[config.mk]
export PLATFORM = sky130hd
export DESIGN_NAME = dcw_top
export DESIGN_NICKNAME = d
export VERILOG_FILES = /design/src/rtl/dcw_pkg.sv /design/src/rtl/dcw_top.sv
export SDC_FILE = /design/constraint.sdc
export NUM_CORES = 1
export LEC_CHECK = 0
export BUFFER_PORTS_ARGS = -buffer_cell sky130_fd_sc_hd__buf_4
export CORE_MARGIN = 5
export CORE_UTILIZATION = 30
export DETAILED_ROUTE_END_ITERATION = 10
export PLACE_DENSITY = 0.55
export SYNTH_ARGS = -nofsm -noshare
export SYNTH_HDL_FRONTEND = slang
export SYNTH_SLANG_ARGS = --single-unit
[constraint.sdc]
create_clock -name MCLK_I -period 9.8 [get_ports MCLK_I]
set_clock_uncertainty 0.2 [all_clocks]
set_input_delay 0.49 -clock MCLK_I [delete_from_list [all_inputs] [get_ports MCLK_I]]
set_output_delay 0.49 -clock MCLK_I [all_outputs]
set_load 0.1 [all_outputs]
[src/rtl/dcw_pkg.sv]
// Package for the control word decoder: field positions, widths and types.
package dcw_pkg;
  localparam int unsigned WORD_W   = 16;
  localparam int unsigned HALF_W   = 14;
  localparam int unsigned FREQ_W   = 28;
  localparam int unsigned PHASE_W  = 12;
  localparam int unsigned ADDR_W   = 12;
  // Field positions inside the 16-bit control word.
  localparam int unsigned BIT_FULL = 13;
  localparam int unsigned BIT_HALF = 12;
  localparam int unsigned BIT_FSEL = 11;
  localparam int unsigned BIT_PSEL = 10;
  localparam int unsigned BIT_RST  = 8;
  localparam int unsigned BIT_HALT = 7;
  localparam int unsigned BIT_PD   = 6;
  localparam int unsigned BIT_TOP  = 5;
  localparam int unsigned BIT_UNDV = 3;
  localparam int unsigned BIT_WAVE = 1;
  // APB byte offsets.
  localparam logic [11:0] OFS_CTRL   = 12'h000;
  localparam logic [11:0] OFS_TUNING_WORD_REG_0  = 12'h004;
  localparam logic [11:0] OFS_TUNING_WORD_REG_1  = 12'h008;
  localparam logic [11:0] OFS_PHASE_OFFSET_REG_0 = 12'h00C;
  localparam logic [11:0] OFS_PHASE_OFFSET_REG_1 = 12'h010;
  localparam logic [11:0] OFS_STATUS = 12'h014;
  localparam logic [11:0] OFS_ACC    = 12'h018;
  localparam logic [15:0] CTRL_RESET = 16'h0000;
  localparam logic [31:0] APB_ZERO   = 32'h0000_0000;

  typedef struct packed {
    logic full_word_load;
    logic half_select;
    logic freq_reg_select;
    logic phase_reg_select;
    logic soft_reset;
    logic clock_halt;
    logic converter_powerdown;
    logic top_bit_output_enable;
    logic top_bit_undivided;
    logic wave_triangle;
  } dcw_ctrl_t;

  typedef struct packed {
    logic        psel;
    logic        penable;
    logic        pwrite;
    logic [11:0] paddr;
    logic [31:0] pwdata;
  } dcw_apb_req_t;

  function automatic dcw_ctrl_t dcw_decode(input logic [15:0] w);
    dcw_ctrl_t c;
    c.full_word_load        = w[BIT_FULL];
    c.half_select           = w[BIT_HALF];
    c.freq_reg_select       = w[BIT_FSEL];
    c.phase_reg_select      = w[BIT_PSEL];
    c.soft_reset            = w[BIT_RST];
    c.clock_halt            = w[BIT_HALT];
    c.converter_powerdown   = w[BIT_PD];
    c.top_bit_output_enable = w[BIT_TOP];
    c.top_bit_undivided     = w[BIT_UNDV];
    c.wave_triangle         = w[BIT_WAVE];
    return c;
  endfunction : dcw_decode
endpackage : dcw_pkg

[src/rtl/dcw_top.sv]
// Control word decoder and phase path of a small waveform generator.
//
// The implementer's own choices: the APB slave port and the address map.
`timescale 1ns/1ps
`default_nettype none
// How it works
// - Selected phase offset register is added to the accumulator output.
// - Selected tuning word register feeds the phase accumulator.
// - Soft reset bit holds accumulator and output at zero/midscale.
// - Clock halt bit freezes accumulator and output.
// - Power-down bit turns the converter off.
// - Top-bit enable routes the data MSB, or halved MSB, to output.
// - Top-bit enable low routes converter; wave bit picks sine or triangle.
// - Undivided bit picks MSB directly, else MSB divided by two.
// - Wave bit one gives triangle, zero gives parabola sine approximation output.
// - Split loading with half select one writes upper 14 bits only.
// - Half select is ignored while full-word load is set.
// - Split loading with half select zero writes lower 14 bits only.
// - Full-word load commits both halves together after the second write.
module dcw_top
  import dcw_pkg::*;
#(
  parameter int unsigned OUT_W = 10
)(
  input  wire logic             MCLK_I,
  input  wire logic             RST_N_I,
  input  wire logic             PSEL_I,
  input  wire logic             PENABLE_I,
  input  wire logic             PWRITE_I,
  input  wire logic [11:0]      PADDR_I,
  input  wire logic [31:0]      PWDATA_I,
  output logic      [31:0]      PRDATA_O,
  output logic                  PREADY_O,
  output logic                  PSLVERR_O,
  output logic      [OUT_W-1:0] WAVE_DATA_O,
  output logic                  TOP_BIT_O,
  output logic                  TOP_BIT_MODE_O,
  output logic                  CONVERTER_ON_O
);
  import dcw_pkg::*;

  ////////////////////////////////////////////////////////////////////////////
  // Register bus decode.

  dcw_apb_req_t req;
  assign req = '{PSEL_I, PENABLE_I, PWRITE_I, PADDR_I, PWDATA_I};

  logic [15:0]       ctrl_word;
  logic [FREQ_W-1:0] tuning_word_reg_0;
  logic [FREQ_W-1:0] tuning_word_reg_1;
  logic [PHASE_W-1:0] phase_offset_reg_0;
  logic [PHASE_W-1:0] phase_offset_reg_1;
  logic [HALF_W-1:0] pend_low;
  logic              pend_valid;
  logic              pend_reg;
  logic [FREQ_W-1:0] acc;
  logic              div_flop;

  wire setup    = req.psel && !req.penable;
  // A write acts only at the edge where the slave shows ready.
  wire access   = req.psel && req.penable && PREADY_O;
  wire wr_ev    = access && req.pwrite;
  wire hit_ctrl = req.paddr == OFS_CTRL;
  wire hit_f0   = req.paddr == OFS_TUNING_WORD_REG_0;
  wire hit_f1   = req.paddr == OFS_TUNING_WORD_REG_1;
  wire hit_p0   = req.paddr == OFS_PHASE_OFFSET_REG_0;
  wire hit_p1   = req.paddr == OFS_PHASE_OFFSET_REG_1;
  wire hit_st   = req.paddr == OFS_STATUS;
  wire hit_acc  = req.paddr == OFS_ACC;
  wire hit_any  = hit_ctrl | hit_f0 | hit_f1 | hit_p0 | hit_p1
                | hit_st | hit_acc;

  // The whole 16-bit word is taken in one access, so a half word never acts.
  dcw_ctrl_t ctl;
  assign ctl = dcw_decode(ctrl_word);

  wire [HALF_W-1:0] wdat = req.pwdata[HALF_W-1:0];
  wire freq_wr = wr_ev && (hit_f0 || hit_f1);
  wire sel1    = hit_f1;

  ////////////////////////////////////////////////////////////////////////////
  // Frequency loading: split halves or paired full word.

  wire full_commit = freq_wr && ctl.full_word_load && pend_valid
                     && (pend_reg == sel1);
  wire full_first  = freq_wr && ctl.full_word_load && !full_commit;
  wire split_hi    = freq_wr && !ctl.full_word_load && ctl.half_select;
  wire split_lo    = freq_wr && !ctl.full_word_load && !ctl.half_select;

  function automatic logic [FREQ_W-1:0] next_tuning(
    input logic [FREQ_W-1:0] cur,
    input logic              hit,
    input logic              commit,
    input logic              hi,
    input logic              lo,
    input logic [HALF_W-1:0] d,
    input logic [HALF_W-1:0] low);
    logic [FREQ_W-1:0] v;
    v = cur;
    if (hit && commit)
      v = {d, low};
    else if (hit && hi)
      v = {d, cur[HALF_W-1:0]};
    else if (hit && lo)
      v = {cur[FREQ_W-1:HALF_W], d};
    return v;
  endfunction : next_tuning

  // Every operand is passed in: a continuous assignment wakes only on
  // the arguments it hands over, not on what a function body reaches for.
  wire [FREQ_W-1:0] next_f0 = next_tuning(tuning_word_reg_0, hit_f0,
    full_commit, split_hi, split_lo, wdat, pend_low);
  wire [FREQ_W-1:0] next_f1 = next_tuning(tuning_word_reg_1, hit_f1,
    full_commit, split_hi, split_lo, wdat, pend_low);

  always_ff @(posedge MCLK_I)
  begin
    if (!RST_N_I)
    begin
      ctrl_word          <= CTRL_RESET;
      tuning_word_reg_0  <= '0;
      tuning_word_reg_1  <= '0;
      phase_offset_reg_0 <= '0;
      phase_offset_reg_1 <= '0;
      pend_low           <= '0;
      pend_valid         <= 1'b0;
      pend_reg           <= 1'b0;
    end
    else
    begin
      if (wr_ev && hit_ctrl)
      begin
        ctrl_word <= req.pwdata[WORD_W-1:0];
        pend_valid <= 1'b0;
      end
      else if (full_first)
      begin
        pend_low   <= wdat;
        pend_valid <= 1'b1;
        pend_reg   <= sel1;
      end
      else if (full_commit)
        pend_valid <= 1'b0;
      tuning_word_reg_0 <= next_f0;
      tuning_word_reg_1 <= next_f1;
      if (wr_ev && hit_p0)
        phase_offset_reg_0 <= req.pwdata[PHASE_W-1:0];
      if (wr_ev && hit_p1)
        phase_offset_reg_1 <= req.pwdata[PHASE_W-1:0];
    end
  end

  ////////////////////////////////////////////////////////////////////////////
  // Phase accumulator and output path.

  wire [FREQ_W-1:0] step = ctl.freq_reg_select ? tuning_word_reg_1
                                               : tuning_word_reg_0;
  wire [PHASE_W-1:0] poff = ctl.phase_reg_select ? phase_offset_reg_1
                                                 : phase_offset_reg_0;
  wire [PHASE_W-1:0] phase = acc[FREQ_W-1 -: PHASE_W] + poff;
  wire               run   = !ctl.soft_reset && !ctl.clock_halt;

  // Triangle folds the phase; the sine is a quarter-wave parabola
  // approximation, traded for table area since the level is not exact.
  wire [PHASE_W-2:0] fold = phase[PHASE_W-1] ? ~phase[PHASE_W-2:0]
                                             : phase[PHASE_W-2:0];
  wire [OUT_W-1:0] tri_v = fold[PHASE_W-2 -: OUT_W];
  wire [PHASE_W-2:0] q = phase[PHASE_W-2] ? {~phase[PHASE_W-3:0], 1'b0}
                                          : {phase[PHASE_W-3:0], 1'b0};
  wire [2*PHASE_W-3:0] sq = (2*PHASE_W-2)'(q) * (2*PHASE_W-2)'(q);
  // The curve is 2x - x*x on the quarter wave; its top 22 codes
  // overflow the magnitude field, so they saturate there.
  wire [PHASE_W-1:0] para = {q, 1'b0}
                          - {1'b0, sq[2*PHASE_W-3 -: PHASE_W-1]};
  wire [OUT_W-2:0] mag = para[PHASE_W-1] ? '1
                                         : para[PHASE_W-2 -: OUT_W-1];
  wire [OUT_W-1:0] sin_v = phase[PHASE_W-1] ? {1'b0, ~mag} : {1'b1, mag};
  wire [OUT_W-1:0] wav = ctl.wave_triangle ? tri_v : sin_v;
  wire [OUT_W-1:0] midscale = {1'b1, {(OUT_W-1){1'b0}}};
  logic acc_msb_q;
  wire msb_rise = phase[PHASE_W-1] && !acc_msb_q;

  always_ff @(posedge MCLK_I)
  begin
    if (!RST_N_I || ctl.soft_reset)
    begin
      acc         <= '0;
      acc_msb_q   <= 1'b0;
      div_flop    <= 1'b0;
      WAVE_DATA_O <= midscale;
      TOP_BIT_O   <= 1'b0;
    end
    else if (run)
    begin
      acc       <= acc + step;
      acc_msb_q <= phase[PHASE_W-1];
      if (msb_rise)
        div_flop <= ~div_flop;
      WAVE_DATA_O <= ctl.top_bit_output_enable ? midscale : wav;
      TOP_BIT_O   <= ctl.top_bit_output_enable &&
                     (ctl.top_bit_undivided ? phase[PHASE_W-1]
                                            : div_flop);
    end
  end

  ////////////////////////////////////////////////////////////////////////////
  // Status outputs and read data.

  wire [31:0] status = {29'h0000000, pend_valid, ctl.clock_halt,
                        ctl.soft_reset};
  wire [31:0] rdata = hit_ctrl ? {16'h0000, ctrl_word}
                    : hit_f0   ? {4'h0, tuning_word_reg_0}
                    : hit_f1   ? {4'h0, tuning_word_reg_1}
                    : hit_p0   ? {20'h00000, phase_offset_reg_0}
                    : hit_p1   ? {20'h00000, phase_offset_reg_1}
                    : hit_st   ? status
                    : hit_acc  ? {4'h0, acc}
                    : APB_ZERO;

  always_ff @(posedge MCLK_I)
  begin
    if (!RST_N_I)
    begin
      PRDATA_O       <= APB_ZERO;
      PREADY_O       <= 1'b0;
      PSLVERR_O      <= 1'b0;
      TOP_BIT_MODE_O <= 1'b0;
      CONVERTER_ON_O <= 1'b1;
    end
    else
    begin
      PREADY_O  <= setup;
      PSLVERR_O <= setup && !hit_any;
      PRDATA_O  <= (setup && !req.pwrite) ? rdata : APB_ZERO;
      TOP_BIT_MODE_O <= ctl.top_bit_output_enable;
      CONVERTER_ON_O <= !ctl.converter_powerdown;
    end
  end

  ////////////////////////////////////////////////////////////////////////////
  // Checks.

  a_reset_hold: assert property (
    @(posedge MCLK_I) disable iff (!RST_N_I)
    ctl.soft_reset |=> acc == '0 && WAVE_DATA_O == midscale)
    else $error("soft reset did not clear accumulator");
  a_halt_freeze: assert property (
    @(posedge MCLK_I) disable iff (!RST_N_I)
    ctl.clock_halt && !ctl.soft_reset && $stable(ctrl_word)
    |=> $stable(acc))
    else $error("accumulator moved while halted");
  a_halt_outputs: assert property (
    @(posedge MCLK_I) disable iff (!RST_N_I)
    ctl.clock_halt && !ctl.soft_reset
    |=> $stable(WAVE_DATA_O) && $stable(TOP_BIT_O))
    else $error("output moved while halted");
  a_acc_step: assert property (
    @(posedge MCLK_I) disable iff (!RST_N_I)
    run |=> acc == $past(acc) + $past(step))
    else $error("accumulator step wrong");
  a_pd_follow: assert property (
    @(posedge MCLK_I) disable iff (!RST_N_I)
    ##1 CONVERTER_ON_O == !$past(ctl.converter_powerdown))
    else $error("power-down not followed");
  a_mode_follow: assert property (
    @(posedge MCLK_I) disable iff (!RST_N_I)
    ##1 TOP_BIT_MODE_O == $past(ctl.top_bit_output_enable))
    else $error("top-bit mode flag not followed");
  a_top_mode: assert property (
    @(posedge MCLK_I) disable iff (!RST_N_I)
    run && ctl.top_bit_output_enable |=> WAVE_DATA_O == midscale)
    else $error("converter not disconnected");
  a_top_undiv: assert property (
    @(posedge MCLK_I) disable iff (!RST_N_I)
    run && ctl.top_bit_output_enable && ctl.top_bit_undivided
    |=> TOP_BIT_O == $past(phase[PHASE_W-1]))
    else $error("undivided top bit wrong");
  a_top_div: assert property (
    @(posedge MCLK_I) disable iff (!RST_N_I)
    run && ctl.top_bit_output_enable && !ctl.top_bit_undivided
    |=> TOP_BIT_O == $past(div_flop))
    else $error("halved top bit wrong");
  a_top_off: assert property (
    @(posedge MCLK_I) disable iff (!RST_N_I)
    run && !ctl.top_bit_output_enable |=> !TOP_BIT_O)
    else $error("top bit driven outside top-bit mode");
  a_wave_tri: assert property (
    @(posedge MCLK_I) disable iff (!RST_N_I)
    run && !ctl.top_bit_output_enable && ctl.wave_triangle
    |=> WAVE_DATA_O == $past(tri_v))
    else $error("triangle not selected");
  a_wave_sine: assert property (
    @(posedge MCLK_I) disable iff (!RST_N_I)
    run && !ctl.top_bit_output_enable && !ctl.wave_triangle
    |=> WAVE_DATA_O == $past(sin_v))
    else $error("sine not selected");
  a_split_hi: assert property (
    @(posedge MCLK_I) disable iff (!RST_N_I)
    split_hi && hit_f0 |=> tuning_word_reg_0[HALF_W-1:0]
    == $past(tuning_word_reg_0[HALF_W-1:0]))
    else $error("upper half write touched lower bits");
  a_split_hi_f1: assert property (
    @(posedge MCLK_I) disable iff (!RST_N_I)
    split_hi && hit_f1 |=> tuning_word_reg_1
    == {$past(wdat), $past(tuning_word_reg_1[HALF_W-1:0])})
    else $error("upper half write to second register wrong");
  a_split_lo: assert property (
    @(posedge MCLK_I) disable iff (!RST_N_I)
    split_lo && hit_f0 |=> tuning_word_reg_0[FREQ_W-1:HALF_W]
    == $past(tuning_word_reg_0[FREQ_W-1:HALF_W]))
    else $error("lower half write touched upper bits");
  a_split_lo_f1: assert property (
    @(posedge MCLK_I) disable iff (!RST_N_I)
    split_lo && hit_f1 |=> tuning_word_reg_1
    == {$past(tuning_word_reg_1[FREQ_W-1:HALF_W]), $past(wdat)})
    else $error("lower half write to second register wrong");
  a_full_hold: assert property (
    @(posedge MCLK_I) disable iff (!RST_N_I)
    full_first && hit_f0 |=> $stable(tuning_word_reg_0))
    else $error("intermediate full word exposed");
  a_full_hold_f1: assert property (
    @(posedge MCLK_I) disable iff (!RST_N_I)
    full_first && hit_f1 |=> $stable(tuning_word_reg_1))
    else $error("intermediate full word exposed on second register");
  a_full_commit: assert property (
    @(posedge MCLK_I) disable iff (!RST_N_I)
    full_commit && hit_f0 |=> tuning_word_reg_0
    == {$past(wdat), $past(pend_low)})
    else $error("full word commit wrong");
  a_ctrl_word: assert property (
    @(posedge MCLK_I) disable iff (!RST_N_I)
    wr_ev && hit_ctrl |=> ctrl_word == $past(req.pwdata[WORD_W-1:0]))
    else $error("control word not taken whole");
  a_bus_answer: assert property (
    @(posedge MCLK_I) disable iff (!RST_N_I)
    setup |=> PREADY_O && PSLVERR_O == !$past(hit_any))
    else $error("bus answer wrong");
  a_phase_sel: assert property (
    @(posedge MCLK_I) disable iff (!RST_N_I)
    phase == PHASE_W'(acc[FREQ_W-1 -: PHASE_W] + (ctl.phase_reg_select
    ? phase_offset_reg_1 : phase_offset_reg_0)))
    else $error("phase offset selection wrong");

  c_full_load: cover property (@(posedge MCLK_I) full_commit);
  c_split_hi:  cover property (@(posedge MCLK_I) split_hi);
  c_top_div:   cover property (@(posedge MCLK_I)
    run && ctl.top_bit_output_enable && !ctl.top_bit_undivided);
  c_halt:      cover property (@(posedge MCLK_I) ctl.clock_halt);
  c_wave_tri:  cover property (@(posedge MCLK_I)
    run && !ctl.top_bit_output_enable && ctl.wave_triangle);

endmodule : dcw_top
`default_nettype wire

* After elaboration in Yosys (flattened, before gate mapping) *
Index checks and enable logic that the tools add are counted.

cells by class
  eq/ne operators = 9
  multiplexer cells = 24
  add/subtract/negate cells = 3
  bitwise gates (word level) = 13
  $mul = 1
  reductions and logical operators = 53

operators with widths
  kind                                             number
  two-way mux 28 bit                               11
  == test 12 x 5 -> 1 bit (second input constant)  3
  two-way mux 10 bit                               3
  adder 28 bit                                     1
  two-way mux 14 bit                               2
  logical AND 1 bit                                26
  == test 12 x 4 -> 1 bit (second input constant)  2
  multiplier 11 x 11 -> 22 bit                     1
  two-way mux 11 bit                               2
  two-way mux 16 bit                               1
  adder 12 bit                                     1
  == test 12 x 3 -> 1 bit (second input constant)  1
  logical NOT 12 bit                               1
  two-way mux 12 bit                               1
  subtractor 12 x 11 -> 12 bit                     1
  logical NOT 1 bit                                11
  inverter 11 bit                                  1
  inverter 10 bit                                  1
  AND reduction 2 bit                              5
  nonzero test 2 bit                               5
  two-way mux 9 bit                                1
  inverter 9 bit                                   1
  OR reduction 8 bit                               1
  bitwise OR 1 bit                                 6
  other kinds (7)                                  14

word-level totals
  output and inout port bits = 47
  logic and storage cells = 125
  register bits after elaboration = 189

* Depth between registers and ports, before layout *
  depth in word-level cells = 11
  depth in mapped cells = 43

* Least setup slack after synthesis *
Ideal clock, no wire load.

  path kind = register to register
  start point = register ctrl_word[10]
  end point = register WAVE_DATA_O[5]
  period minus slack after synthesis = 9.954 ns
  stages on the path, launching flop included = 40
  arrival = 9.637 ns
  buffers on the path = 3
  setup time = 0.118 ns
  setup slack = -0.154 ns
  required time = 9.482 ns
  cells stage by stage = dfxtp_1 clkbuf_1 clkbuf_1 mux2_2 ha_1 and4_1 and2_1 a211oi_2 xnor2_1 buf_2 xnor2_1 clkinv_1 nand2_1 fa_1 fa_1 inv_1 ha_1 fa_1 [... 4 more ...] a21o_1 a21o_1 a21oi_1 a21boi_1 o41a_1 a41o_1 o21a_1 or2_1 ha_1 a21oi_1 o21bai_1 a21oi_1 o21ai_0 a21oi_1 xnor2_2 a31oi_1 xor2_1 a22o_1

on the way
  longest elaborated chain between the ends = 11
  elaborated cells between the ends (all ways) = 13
  those cells by class = add/sub: 2; mul: 1; mux: 7; bitwise: 3

ends and longest elaborated chain
  item                          line            source
  from (decl)                   dcw_top.sv:48   logic [15:0] ctrl_word;
  from (signal assigned)        dcw_top.sv:133  ctrl_word <= req.pwdata[WORD_W-1:0];
  two-way mux 12 bit *          dcw_top.sv:158  wire [PHASE_W-1:0] poff = ctl.phase_reg_select ? phase_offset_reg_1
  adder 12 bit *                dcw_top.sv:160  wire [PHASE_W-1:0] phase = acc[FREQ_W-1 -: PHASE_W] + poff;
  inverter 10 bit               dcw_top.sv:168  wire [PHASE_W-2:0] q = phase[PHASE_W-2] ? {~phase[PHASE_W-3:0], 1'b0}
  two-way mux 11 bit            dcw_top.sv:168
  multiplier 11 x 11 -> 22 bit  dcw_top.sv:170  wire [2*PHASE_W-3:0] sq = (2*PHASE_W-2)'(q) * (2*PHASE_W-2)'(q);
  subtractor 12 x 11 -> 12 bit  dcw_top.sv:174  - {1'b0, sq[2*PHASE_W-3 -: PHASE_W-1]};
  two-way mux 9 bit             dcw_top.sv:175  wire [OUT_W-2:0] mag = para[PHASE_W-1] ? '1
  inverter 9 bit                dcw_top.sv:177  wire [OUT_W-1:0] sin_v = phase[PHASE_W-1] ? {1'b0, ~mag} : {1'b1, mag};
  two-way mux 10 bit            dcw_top.sv:177
  two-way mux 10 bit *          dcw_top.sv:178  wire [OUT_W-1:0] wav = ctl.wave_triangle ? tri_v : sin_v;
  two-way mux 10 bit *          dcw_top.sv:199  WAVE_DATA_O <= ctl.top_bit_output_enable ? midscale : wav;
  to (signal assigned)          dcw_top.sv:190  WAVE_DATA_O <= midscale;
  to (signal assigned)          dcw_top.sv:199
  to (decl)                     dcw_top.sv:35   output logic [OUT_W-1:0] WAVE_DATA_O,

Mark *: on every way between the ends. The rest lies on a longest branch, timed or not.
A chain may end at the register's enable or synchronous reset.

* Worst setup path after layout *
Same ends and word-level chain as after synthesis.

==> run summary <==
run status = complete, no violations
fraction of synthesized cell area taken by the top area cell type = 0.289
level count of the clock H-tree = 4
fin crit share = 0.954
kind of capture point of the worst setup path = flop
vias = 11.4k
total wire length = 39,500 microns
fin cells = 2,235
net switching component of the power = 0.000355 W
largest delay contributor family on the critical path = adder cells
Yosys warning count = 0
commonest cells after routing, fill and taps aside = sky130_fd_sc_hd__nand2_1, sky130_fd_sc_hd__dfxtp_1, sky130_fd_sc_hd__buf_4, sky130_fd_sc_hd__inv_1, sky130_fd_sc_hd__nor2_1
TritonCTS clock tree = built
Worst EP arrival = 9490 ps
Global Route Usage Sum = 0.166
crit-path max FO = 6
part of the total power dissipated in the clock network = 0.466
detailed placement HPWL = 29,400 microns
Hold Buf Count CTS = 0
Final Slew Violations = 0
power density over the cells = 98.1 mW/mm^2
register-to-register setup slack = 450 ps
buffer type at the clock tree root = sky130_fd_sc_hd__clkbuf_16
height of the die = 217 microns
top cells by area in the synthesized netlist = sky130_fd_sc_hd__dfxtp_1, sky130_fd_sc_hd__ha_1, sky130_fd_sc_hd__nand2_1, sky130_fd_sc_hd__fa_1, sky130_fd_sc_hd__a21boi_0
Max Clock Freq = 0.107 GHz
total internal power = 0.00116 W
WHS = 104 ps
Reg clk slew, reported paths = 70 ps
number of DRC markers after the initial detailed-route iteration = 745
Cell variety after synth = 74
worst-case vdd ir drop = 0.104 mV
Synth Instances = 1,560
remaining global-route overflow = 0
number of enable-type register cells in the synthesized netlist = 0
Min-Delay Endpoint = ctrl_word[14]
fill cell count = 4,312
endpoint of the worst-slack reg-to-reg timing path = WAVE_DATA_O[5]
Main synth FF type = sky130_fd_sc_hd__dfxtp_1
synthesis-to-finish area growth = 20.3%
total setup violations reported at the end of the flow = 0
placement row count = 75
share of the core filled with cells = 0.366
antenna violations before repair = 0
critical hold path startpoint = PWDATA_I[14]
power share of the sequential group = 0.497
register area = 0.00370 sq mm
Hold Path Stages = 3
critical path launch point type = flop
cell depth of the worst flop-to-flop path = 43
Lkg Pwr = 6.89 nW
average size of a mapped cell = 8.22 sq um
pin slew with the least headroom to its limit = 1060 ps
Post-Synthesis Cell Area = 0.0128 sq mm
Max-cap violations = 0
number of placed I/O pins = 96
number of buffers on the longest clock path = 2
total chip power = 0.00151 W
ANT nets after route = 0
maximum number of pins on one net before global-route repair = 88
number of synthesized register bits = 185
cell count after placement = 2,188
Max stage delay cell, worst path = sky130_fd_sc_hd__fa_1
number of buffers added on ports = 75
number of buffers inserted during clock tree synthesis = 17
Chip Width = 217 microns
Initial Utilization = 0.304
routed wire length per instance = 17.7 microns
share of flip-flops with an asynchronous set or reset after synthesis = 0
Setup CP Type = reg -> reg
clock insertion delay at the later pin of the skew report = 450 ps
Avg Vias per Cell = 5.09
routability congestion estimate = 0.877
Tightest Hold Check Type = in -> reg
share of total power consumed by net switching = 0.234
required time of the critical path = 9940 ps
proportion of synthesized chip area in sequential cells = 0.289
area occupied by multi-input gates = 0.00863 sq mm
final worst path period need = 9350 ps
leading area contributor after synthesis = sky130_fd_sc_hd__dfxtp_1
combinational fraction of design power = 0.038
fraction of final layout cells sized beyond drive strength 1 = 0.186
area of the die = 0.0470 sq mm
Final Hold Violating Endpoints = 0
wire length of the first global-routing pass = 62,500 microns
floorplan core area = 0.0421 sq mm
number of global-route vias before repair = 11.3k
diode insertion count for antenna repair = 0
DR DRC count = 0
total number of clock tree sinks = 185
most common library cell in the layout ignoring fill and taps = sky130_fd_sc_hd__nand2_1
TritonRoute pass-1 iters = 7
worst relative slew slack = 0.291
buffer and inverter count on the worst path = 12
count of nets after finishing = 1,881
launch point of the worst reg-to-reg path = ctrl_word[10]
critical path's largest stage delay = 540 ps
[synthesized netlist by cell type (6+ instances only)]
master / number
sky130_fd_sc_hd__xnor2_1: 43
sky130_fd_sc_hd__nor2_1: 99
sky130_fd_sc_hd__a21oi_1: 78
sky130_fd_sc_hd__o21bai_1: 6
sky130_fd_sc_hd__a21boi_0: 82
sky130_fd_sc_hd__nand3_1: 9
sky130_fd_sc_hd__clkbuf_1: 61
sky130_fd_sc_hd__o21a_1: 11
sky130_fd_sc_hd__buf_2: 9
sky130_fd_sc_hd__and3_1: 6
sky130_fd_sc_hd__nand2b_1: 9
sky130_fd_sc_hd__nor3_1: 18
sky130_fd_sc_hd__and2_1: 10
sky130_fd_sc_hd__nand3b_1: 6
sky130_fd_sc_hd__inv_1: 105
sky130_fd_sc_hd__buf_4: 14
sky130_fd_sc_hd__nand2_1: 312
sky130_fd_sc_hd__o21ai_0: 57
sky130_fd_sc_hd__dfxtp_1: 185
sky130_fd_sc_hd__a222oi_1: 20
sky130_fd_sc_hd__ha_1: 99
sky130_fd_sc_hd__a22oi_1: 20
sky130_fd_sc_hd__a21o_1: 32
sky130_fd_sc_hd__xor2_1: 20
sky130_fd_sc_hd__nor2b_1: 7
sky130_fd_sc_hd__mux2_2: 41
sky130_fd_sc_hd__fa_1: 50
sky130_fd_sc_hd__mux2i_1: 19
sky130_fd_sc_hd__a31oi_1: 39
[power groups by stage]
stage / clock network (W) / logic [W] / registers [W]
after global placement: 0 / 0.0000566 / 0.000769
final: 0.000705 / 0.0000573 / 0.000752
after CTS: 0.000719 / 0.0000569 / 0.000752
after detailed placement: 0 / 0.0000569 / 0.000769
after floorplan: 0 / 0.0000336 / 0.000772
after global routing: 0.000750 / 0.0000602 / 0.000751
[metal layers]
metal  wire (microns)  global-route usage  part of all wire  vias to the layer above
met4             1430              0.0649             0.036                        0
met5                0                   0                 0                        -
met2            19400               0.285              0.49                      273
met3             1670              0.0220             0.042                       68
met1            17000               0.212              0.43                     5439
li1                 -                   -                 -                     5603
[worst register-to-register path: cells and delay by family, from the launching register on]
family / cells / cell delay (ps)
AOI/OAI and AO/OA: 15 / 2700
xor gates and xnor gates: 4 / 640
adders and majority gates: 8 / 3220
buffers and inverters: 12 / 1220
DFF: 1 / 340
muxes: 1 / 310
and+or+nand+nor: 3 / 610
[repair_timing]
action	CTS	global route
gates cloned	1	0
gates resized for setup	4	54
setup endpoints to repair	7	9
hold endpoints to repair	0	0
setup buffers	0	14
pin swaps	2	37
[stage by stage]
step | setup TNS (ps) | worst slack, ps | area, sq um
finish | 0 | 453 | 15400
global route | -58.6 | -27.6 | 15400
CTS | 0 | 9.08 | 15100
detailed placement | -27.3 | -27.3 | 14500
global placement | -0.999 | -0.999 | 14500
floorplan | 0 | 11.8 | 12800
[logic make-up (layout without fill, tap and decap cells)]
logic type | count (synthesis) | in the layout | share of synthesized area
and+or+nand+nor | 506 | 506 | 0.166
AOI/OAI and AO/OA | 397 | 397 | 0.211
buffers and inverters | 196 | 328 | 0.0623
DFF | 185 | 185 | 0.289
adders and majority gates | 149 | 149 | 0.175
xor gates and xnor gates | 65 | 66 | 0.0455
muxes | 61 | 61 | 0.0520
other | 1 | 4 | 0.000292
[area by class of cell]
class                      instances  share of cell area
clock buffer                      19              0.0293
clock inverter                    13             0.00924
inverter                         109              0.0267
multi-input combinational       1183               0.559
sequential                       185               0.240
tap                              539              0.0437
timing repair buffer             187              0.0922
[worst max-delay path by stage]
stage | from | to | cells after the start
final | ctrl_word[10] | WAVE_DATA_O[5] | 43
after CTS | ctrl_word[10] | WAVE_DATA_O[7] | 40
after floorplan | ctrl_word[10] | WAVE_DATA_O[5] | 39
after detailed placement | ctrl_word[10] | WAVE_DATA_O[7] | 40
after global routing | ctrl_word[10] | WAVE_DATA_O[3] | 40
after global placement | ctrl_word[10] | WAVE_DATA_O[7] | 39
Note: power is estimated with default switching activity, not from simulation.
